<file path="src/verilog/lpm_pkg.sv">
// Constants, types and helpers shared by the low power mode power configuration block.
// Operation
// On entry to deep-sleep or power-down the sleep settings are copied into the run-time power register; only sleep bits 3 and 6 are copied.
// While asleep every analog block is forced off except the brownout detector and watchdog oscillator.
// With the watchdog lock set, a sleep setting that stops the watchdog oscillator is ignored.
// Sleep bit 3 powers the brownout detector down when 1, keeps it on when 0, and resets to 1.
// Sleep bit 6 powers the watchdog oscillator down when 1, keeps it on when 0, and resets to 1.
// The wake register gives the analog power state applied when leaving deep-sleep or power-down.
// Wake bits 0 to 3 are oscillator output, oscillator, flash and brownout, 1 meaning off, all reset to 0.
// A run-time power write acts at once, except oscillator power-down, which waits for a clean clock stop.
// Software writes reserved sleep bits with their reset values and zeros above bit 15.
package lpm_pkg;

   localparam int unsigned LPM_CFG_W = 16;

   // Byte addresses of the registers on the plain register port.
   localparam logic [31:0] LPM_SLEEP_CFG_ADDR = 32'h4004_8230;
   localparam logic [31:0] LPM_WAKE_CFG_ADDR  = 32'h4004_8234;
   localparam logic [31:0] LPM_RUN_CFG_ADDR   = 32'h4004_8238;

   // Bit positions inside the power configuration words.
   localparam int unsigned LPM_INT_OSC_OUT_BIT = 0;
   localparam int unsigned LPM_INT_OSC_BIT     = 1;
   localparam int unsigned LPM_NVM_BIT         = 2;
   localparam int unsigned LPM_BROWNOUT_BIT    = 3;
   localparam int unsigned LPM_WDOG_OSC_BIT    = 6;

   // Values after reset.
   localparam logic [15:0] LPM_SLEEP_CFG_RST = 16'hFFFF;
   localparam logic [15:0] LPM_WAKE_CFG_RST  = 16'hEDF0;
   localparam logic [15:0] LPM_RUN_CFG_RST   = 16'hEDF0;

   // Blocks that may stay powered while asleep.
   localparam logic [15:0] LPM_SLEEP_KEEP_MASK = 16'h0048;

   typedef enum logic {
      LPM_MODE_RUN   = 1'b0,
      LPM_MODE_SLEEP = 1'b1
   } lpm_mode_t;

   // A locked watchdog keeps its oscillator running whatever the word asks.
   function automatic logic [15:0] lpm_wdog_guard(input logic [15:0] cfg, input logic lock);
      logic [15:0] res;
      res = cfg;
      res[LPM_WDOG_OSC_BIT] = cfg[LPM_WDOG_OSC_BIT] & ~lock;
      return res;
   endfunction

endpackage

</file>
<file path="src/verilog/lpm_run_if.sv">
// Carrier between the sequencer and the run-time power register.
`timescale 1ns/100ps
interface lpm_run_if;
   logic        wr_en;         // Software write of the run-time word.
   logic [15:0] wr_data;
   logic        load_en;       // Hardware load on sleep entry or wake.
   logic [15:0] load_data;
   logic [15:0] cfg;           // Stored run-time word.
   logic        int_osc_off;   // Oscillator power-down actually applied.

   modport owner (input wr_en, input wr_data, input load_en, input load_data,
                  output cfg, output int_osc_off);
   modport user  (output wr_en, output wr_data, output load_en, output load_data,
                  input cfg, input int_osc_off);
endinterface

</file>
<file path="src/verilog/lpm_power_cfg.sv">
// Sleep and wake power configuration registers and the sleep power sequencer.
//
// The strobed register port was left to the implementer.
`timescale 1ns/100ps
module lpm_power_cfg
   import lpm_pkg::*;
#(
   parameter int unsigned ADDR_W = 32
) (
   input  wire logic              clock_i,
   input  wire logic              rst_n_i,
   input  wire logic [ADDR_W-1:0] addr_i,
   input  wire logic [31:0]       wdata_i,
   input  wire logic              wr_i,
   input  wire logic              rd_i,
   output logic      [31:0]       rdata_o,
   input  wire logic              sleep_enter_i,
   input  wire logic              wake_i,
   input  wire logic              wdog_lock_i,
   input  wire logic              irc_clk_stopped_i,
   output logic                   irc_stop_req_o,
   output logic                   sleep_mode_o,
   output logic      [15:0]       analog_pd_o
);

   // The register addresses are full 32-bit byte addresses.
   if (ADDR_W != 32) begin : g_addr_check
      $error("lpm_power_cfg needs a 32-bit address port");
   end

   typedef struct packed {
      lpm_mode_t   mode;
      logic [15:0] sleep_cfg;
      logic [15:0] wake_cfg;
      logic [31:0] rdata;
      logic [15:0] pd;
   } lpm_state_t;

   lpm_state_t s_q;
   lpm_state_t s_d;
   lpm_run_if  run ();

   logic hit_sleep;
   logic hit_wake;
   logic hit_run;
   logic enter_ok;
   logic wake_ok;

   // Address decode; anything else reads as zero and ignores writes.
   assign hit_sleep = addr_i == LPM_SLEEP_CFG_ADDR;
   assign hit_wake  = addr_i == LPM_WAKE_CFG_ADDR;
   assign hit_run   = addr_i == LPM_RUN_CFG_ADDR;

   // A second sleep request while asleep, or a wake while awake, is ignored.
   assign enter_ok = sleep_enter_i && s_q.mode == LPM_MODE_RUN;
   assign wake_ok  = wake_i && s_q.mode == LPM_MODE_SLEEP;

   // Hardware loads of the run-time word on the two mode changes.
   always_comb begin
      run.wr_en   = wr_i && hit_run;
      run.wr_data = wdata_i[15:0];
      run.load_en = enter_ok || wake_ok;
      // sleep word copied
      // lock keeps watchdog running
      // Only the two keepable bits are taken from the sleep word; the rest keep their run value.
      if (enter_ok) begin
         run.load_data = (run.cfg & ~LPM_SLEEP_KEEP_MASK)
                       | (lpm_wdog_guard(s_q.sleep_cfg, wdog_lock_i) & LPM_SLEEP_KEEP_MASK);
      end else begin
         // wake state restored
         run.load_data = s_q.wake_cfg;
      end
   end

   lpm_run_cfg u_run_cfg (
      .clock_i           (clock_i),
      .rst_n_i           (rst_n_i),
      .irc_clk_stopped_i (irc_clk_stopped_i),
      .irc_stop_req_o    (irc_stop_req_o),
      .run               (run.owner)
   );

   // Next state: register writes, read data, mode and analog power outputs.
   always_comb begin
      s_d = s_q;
      // brownout sleep bit
      // watchdog sleep bit
      if (wr_i && hit_sleep) begin
         s_d.sleep_cfg = wdata_i[15:0];
      end
      // wake bit map
      if (wr_i && hit_wake) begin
         s_d.wake_cfg = wdata_i[15:0];
      end
      // Read data stands for exactly one cycle; the upper half always reads zero.
      s_d.rdata = 32'h0000_0000;
      if (rd_i) begin
         if (hit_sleep) begin
            s_d.rdata = {16'h0000, s_q.sleep_cfg};
         end else if (hit_wake) begin
            s_d.rdata = {16'h0000, s_q.wake_cfg};
         end else if (hit_run) begin
            s_d.rdata = {16'h0000, run.cfg};
         end
      end
      if (enter_ok) begin
         s_d.mode = LPM_MODE_SLEEP;
      end else if (wake_ok) begin
         s_d.mode = LPM_MODE_RUN;
      end
      // analog blocks forced off
      // Asleep, only the keepable bits follow the loaded run word, so stray run bits cannot leak power.
      if (s_q.mode == LPM_MODE_SLEEP) begin
         s_d.pd = lpm_wdog_guard(run.cfg | ~LPM_SLEEP_KEEP_MASK, wdog_lock_i);
      end else begin
         // oscillator stop applied
         s_d.pd = lpm_wdog_guard(run.cfg, wdog_lock_i);
         s_d.pd[LPM_INT_OSC_BIT] = run.int_osc_off;
      end
   end

   always_ff @(posedge clock_i) begin
      if (!rst_n_i) begin
         s_q <= '{mode:      LPM_MODE_RUN,
                  sleep_cfg: LPM_SLEEP_CFG_RST,
                  wake_cfg:  LPM_WAKE_CFG_RST,
                  rdata:     32'h0000_0000,
                  pd:        LPM_RUN_CFG_RST};
      end else begin
         s_q <= s_d;
      end
   end

   assign rdata_o      = s_q.rdata;
   assign sleep_mode_o = s_q.mode == LPM_MODE_SLEEP;
   assign analog_pd_o  = s_q.pd;
endmodule

</file>
<file path="src/verilog/lpm_run_cfg.sv">
// Run-time power register with delayed internal oscillator power-down.
`timescale 1ns/100ps
module lpm_run_cfg
   import lpm_pkg::*;
(
   input  wire logic  clock_i,
   input  wire logic  rst_n_i,
   input  wire logic  irc_clk_stopped_i,
   output logic       irc_stop_req_o,
   lpm_run_if.owner   run
);

   typedef struct packed {
      logic [15:0] cfg;
      logic        int_osc_off;
   } lpm_run_state_t;

   lpm_run_state_t s_q;
   lpm_run_state_t s_d;

   // Hardware loads win over a software write in the same cycle.
   always_comb begin
      s_d = s_q;
      if (run.load_en) begin
         s_d.cfg = run.load_data;
      end else if (run.wr_en) begin
         s_d.cfg = run.wr_data;
      end
      // delayed oscillator stop
      // Power-up acts at once; power-down waits until the clock was stopped cleanly.
      if (!s_d.cfg[LPM_INT_OSC_BIT]) begin
         s_d.int_osc_off = 1'b0;
      end else if (s_q.cfg[LPM_INT_OSC_BIT] && irc_clk_stopped_i) begin
         s_d.int_osc_off = 1'b1;
      end
   end

   always_ff @(posedge clock_i) begin
      if (!rst_n_i) begin
         s_q <= '{cfg: LPM_RUN_CFG_RST, int_osc_off: LPM_RUN_CFG_RST[LPM_INT_OSC_BIT]};
      end else begin
         s_q <= s_d;
      end
   end

   assign run.cfg         = s_q.cfg;
   assign run.int_osc_off = s_q.int_osc_off;
   // The clock controller is asked to stop the clock while a power-down is pending.
   assign irc_stop_req_o  = s_q.cfg[LPM_INT_OSC_BIT] & ~s_q.int_osc_off;
endmodule

</file>
<file path="config.mk">
export PLATFORM = sky130hd
export DESIGN_NAME = lpm_power_cfg
export DESIGN_NICKNAME = d
export VERILOG_FILES = /design/src/verilog/lpm_pkg.sv /design/src/verilog/lpm_run_if.sv /design/src/verilog/lpm_power_cfg.sv /design/src/verilog/lpm_run_cfg.sv
export SDC_FILE = /design/constraint.sdc
export NUM_CORES = 1
export LEC_CHECK = 0
export ABC_AREA = 1
export BUFFER_PORTS_ARGS = -buffer_cell sky130_fd_sc_hd__buf_2
export CAP_MARGIN = 10
export CORE_MARGIN = 5
export CORE_UTILIZATION = 35
export DETAILED_ROUTE_END_ITERATION = 8
export PLACE_DENSITY_LB_ADDON = 0.12
export SYNTH_ARGS = -nofsm -noshare
export SYNTH_HDL_FRONTEND = slang
export SYNTH_HIERARCHICAL = 1
export SYNTH_SLANG_ARGS = --single-unit
</file>
<file path="constraint.sdc">
create_clock -name clock_i -period 3.05 [get_ports clock_i]
set_input_delay 0.305 -clock clock_i [delete_from_list [all_inputs] [get_ports clock_i]]
set_output_delay 0.305 -clock clock_i [all_outputs]
set_load 0.05 [all_outputs]
</file>
======== Word-level counts from Yosys, hierarchy flattened ========
Index checks and enable logic that the tools add are counted.
word-level totals
  bits in registers ....................... 98
  input bits .............................. 72
  output and inout bits ................... 50
  logic and storage cells ................. 44
operators by class
  eq/ne operators ......................... 3
  mux-type cells .......................... 9
  bitwise operators ....................... 9
  reductions and logical operators ........ 13
operator list
  kind                  number
  $eq 32x31->1 const B  3
  $mux 16               6
  $or 16x7->16          1
  $mux 13               1
  $logic_and 1x1->1     6
  $not 1->1             5
  $reduce_and 2->1      2
  $reduce_bool 2->1     2
  $reduce_or 4->1       1
  $and 1x1->1           3
  $mux 1                2
  $reduce_or 2->1       1
  $logic_or 1x1->1      1

======== Depth between registers and ports, before layout ========
  word-level depth ........................ 6
  gate-level depth with buffers ........... 11

======== Hierarchy ========
Netlist, hierarchy kept.
modules (own cells, without submodules)
  module         instances  cells an instance  area each (um^2)
  lpm_power_cfg  1          538                3589.7
  lpm_run_cfg    1          108                749.5

======== Least setup slack after synthesis ========
Ideal clock, no wire load.
  path kind ............................... register to register
  start ................................... register s_q (netlist bit sleep_mode_o)
  end ..................................... register u_run_cfg.s_q (netlist bit u_run_cfg/run.cfg[0])
  arrival time ............................ 1.892 ns
  required time ........................... 2.934 ns
  path slack .............................. 1.043 ns
  stages on the path, launching flop included .. 10
  period minus slack after synthesis ...... 2.007 ns
  cells stage by stage .................... dfxtp_1 > inv_1 > nand2_1 > clkbuf_1 > nand2_1 > buf_6 > nor2_4 > inv_1 > o21ai_0 > nor2_1
on the way
  longest elaborated chain between the ends .. 4
ends and longest elaborated chain
  what                                          line                  text
  from (decl)                                   lpm_power_cfg.sv:39   lpm_state_t s_q;
  from (signal assigned)                        lpm_power_cfg.sv:124  s_q <= '{mode: LPM_MODE_RUN,
  $not 1->1                                     lpm_power_cfg.sv:55   assign enter_ok = sleep_enter_i && s_q.mode == LPM_MODE_RUN;
  $logic_and 1x1->1                             lpm_power_cfg.sv:55
  $logic_or 1x1->1 *                            lpm_power_cfg.sv:62   run.load_en = enter_ok || wake_ok;
  via run.load_en                               lpm_run_if.sv:6       logic load_en;
  $mux 16 or $reduce_bool 2->1 (tied branches)  --
  to (signal assigned)                          lpm_run_cfg.sv:40     s_q <= '{cfg: LPM_RUN_CFG_RST, int_osc_off: LPM_RUN_CFG_RST[LPM_INT_OSC_BIT]};
  to (decl)                                     lpm_run_cfg.sv:18     lpm_run_state_t s_q;
Mark *: on every way through the listed nets, which the timed path passes. The rest lies on a longest branch.
A chain may end at the register's enable or synchronous reset.

======== Final worst setup path ========
  start ................................... register s_q (netlist bit sleep_mode_o)
  end ..................................... register u_run_cfg.s_q (netlist bit u_run_cfg/run.cfg[3])
The elaborated chain is that of the path after synthesis.

==> metrics <==
CTS tree yes; Ys Warns 6; CP top delay family simple AND/OR/NAND/NOR gates; max-slew violations 0; Slowest cell on crit path dfxtp_1; # hold bufs at CTS 0; Post-Synth XOR/XNOR Area 0; Final Power 2.62 mW; post-synthesis mux area share 0; Fin. Hold Viols 0; FMAX 544 MHz; sequential share of the synthesized area 0.378; endpoints failing setup 0; Placed Cells 853; I/O pin count 122; CTS buffer count 9; via/cell ratio 4.55; Die ar. 14700 µm²; Final TNS setup 0 ps; placed cell area 4590 µm²; post-synthesis register bit count 82; status complete, no violations; CP max FO 18; Tcrit/Tclk final 0.603; clk_lat worst skew 330 ps; Final GP Congestion 0.788; Horiz. Die Dim 121 µm; Max-Cap Viols 0; CP Launch Type flip-flop; nets 768; Synth Instances 646; DR iter-0 viols 236; Crit Path Category flip-flop to flip-flop; GRT Util Overall 0.167; Leak 2.91 nW; routed wire length 11800 µm; largest family of logic cells by synthesized area simple AND/OR/NAND/NOR gates; drt drc 0; first-pass GRT wire length 19300 µm; Pwr Density 534 nW/µm²; clk slew on worst S/H paths 60 ps; Req. time, crit path 3280 ps; number of fill cells in the layout 1301; H-tree levels 3; Worst-Margin Slew 627 ps; DP Wirelength 8410 µm; commonest non-fill, non-tap cell in the layout nand2_1; Crit path largest cell delay 420 ps; Initial Util 0.360; RSZ-0062 raised after global routing false; # clock sinks 82; Post-Synth Adder-Cell Area 0; share of layout cells above drive strength 1 0.199; Site Rows 40; Buf/Inv on CP 3; crit path DAT 2070 ps; DR vias 3953; crit end category flip-flop; Resize count post-CTS 0; Max VDD drop 274 µV; Core Area 12100 µm²; final core utilization 0.408; Unique masters post-synth 25; Die Span Y 121 µm; average size of a mapped cell 6.72 µm²; mapped cell area 4340 µm²; initial antenna violation count 0; root buffer cell clkbuf_16; Final Skew 2.50 ps; vias in the first global route 3908; antenna cell count 0; wire per inst 13.5 µm; First-pass DRT Iterations 4; largest net degree at the start of global routing 35; Synth Area in Compound Gates 0.0617; final global-route overflow total 0; Post-DRT Antenna Nets 0; min Tclk post-route 1840 ps; most frequent cells in the layout nand2_1 (175), buf_2 (89), inv_1 (87); Layout Area Growth over Synthesis 13.3%; Design Area, Final 4920 µm²; # port buffers 89; Max clock buf depth 2; Hold Crit Class input pin to flip-flop; non-filler instance count after layout 868; critical path, cell by cell inv_1, nand2_1, nand2_1, buf_4, nor2_4, inv_1, o21ai_0, nor2_1; worst relative slew slack 0.578; simple-gate share of the synthesized area 0.363; setup bufs post-CTS 0
## per-stage QoR
stage / worst slack (ps) / hold WS (ps)
finish: 1210 / 213
global route: 998 / 206
CTS: 1190 / 205
detailed placement: 894 / 446
global placement: 905 / 438
floorplan: 1040 / 403
## state kept, by name (all words and copies together) (netlist names)
| name | cells |
|---|---|
| analog_pd_o | 16 |
| sleep_mode_o | 1 |
| u_run_cfg/run.int_osc_off | 1 |
| u_run_cfg/run.cfg | 16 |
| rdata_o | 16 |
| s_q | 32 |
## path summary, 6_finish.rpt
kind / from / depth (start not counted) / slack, ps / end
min reg2reg: u_run_cfg/run.cfg[3] / 2 / 450 / analog_pd_o[3]
max: sleep_mode_o / 8 / 1210 / u_run_cfg/run.cfg[3]
min: wdata_i[4] / 3 / 210 / s_q[52]
max reg2reg: sleep_mode_o / 8 / 1210 / u_run_cfg/run.cfg[3]
## synth_stat cells
cell	n	area, µm²
a21oi_1	32	160
buf_1	1	3.75
buf_2	7	35.0
buf_4	52	390
buf_6	5	56.3
clkbuf_1	7	26.3
clkinv_1	1	3.75
conb_1	1	3.75
dfxtp_1	82	1640
inv_1	87	327
inv_2	1	3.75
inv_4	1	6.26
nand2_1	175	657
nand2_2	2	12.5
nand2_4	3	33.8
nand3_1	81	405
nand3_2	10	100
nand4_1	2	12.5
nor2_1	63	236
nor2_2	6	37.5
nor2_4	3	33.8
nor2_8	2	40.0
nor3_1	1	5.00
o21ai_0	20	100
o31ai_1	1	7.51
## cells by family after synthesis
| kind of cell | after synthesis |
|---|---|
| simple gates | 348 |
| buf+inv | 162 |
| flops | 82 |
| compound gates | 53 |
| other cells | 1 |
## worst register-to-register path, delay by kind of cell (launching register included)
kind / cells / cell delay, ps
and+or+nand+nor: 4 / 610
AOI/OAI and AO/OA: 1 / 190
DFF: 1 / 420
buffers and inverters: 3 / 520
## area by class of cell
type / instances / area, µm² / share of cell area
clock buffer: 14 / 294 / 0.0598
clock inverter: 1 / 30.0 / 0.00611
inverter: 90 / 340 / 0.0692
multi-input combinational: 417 / 1900 / 0.387
sequential: 82 / 1640 / 0.334
tap: 168 / 210 / 0.0428
timing repair buffer: 96 / 498 / 0.101
## report_power, final
group / switching (mW) / total (mW) / internal [mW]
registers: 0.0189 / 1.13 / 1.11
logic: 0.252 / 0.339 / 0.0876
clock network: 0.417 / 1.16 / 0.742
total: 0.688 / 2.62 / 1.94
## metal layers
| metal | vias up | track usage | routed length (µm) |
|---|---|---|---|
| li1 | 2020 | - | - |
| met3 | 15 | 0.0364 | 648 |
| met5 | - | 0 | 0 |
| met1 | 1826 | 0.191 | 4750 |
| met2 | 92 | 0.307 | 6150 |
| met4 | 0 | 0.0511 | 204 |
No activity file was read; power rests on OpenSTA's default activity.
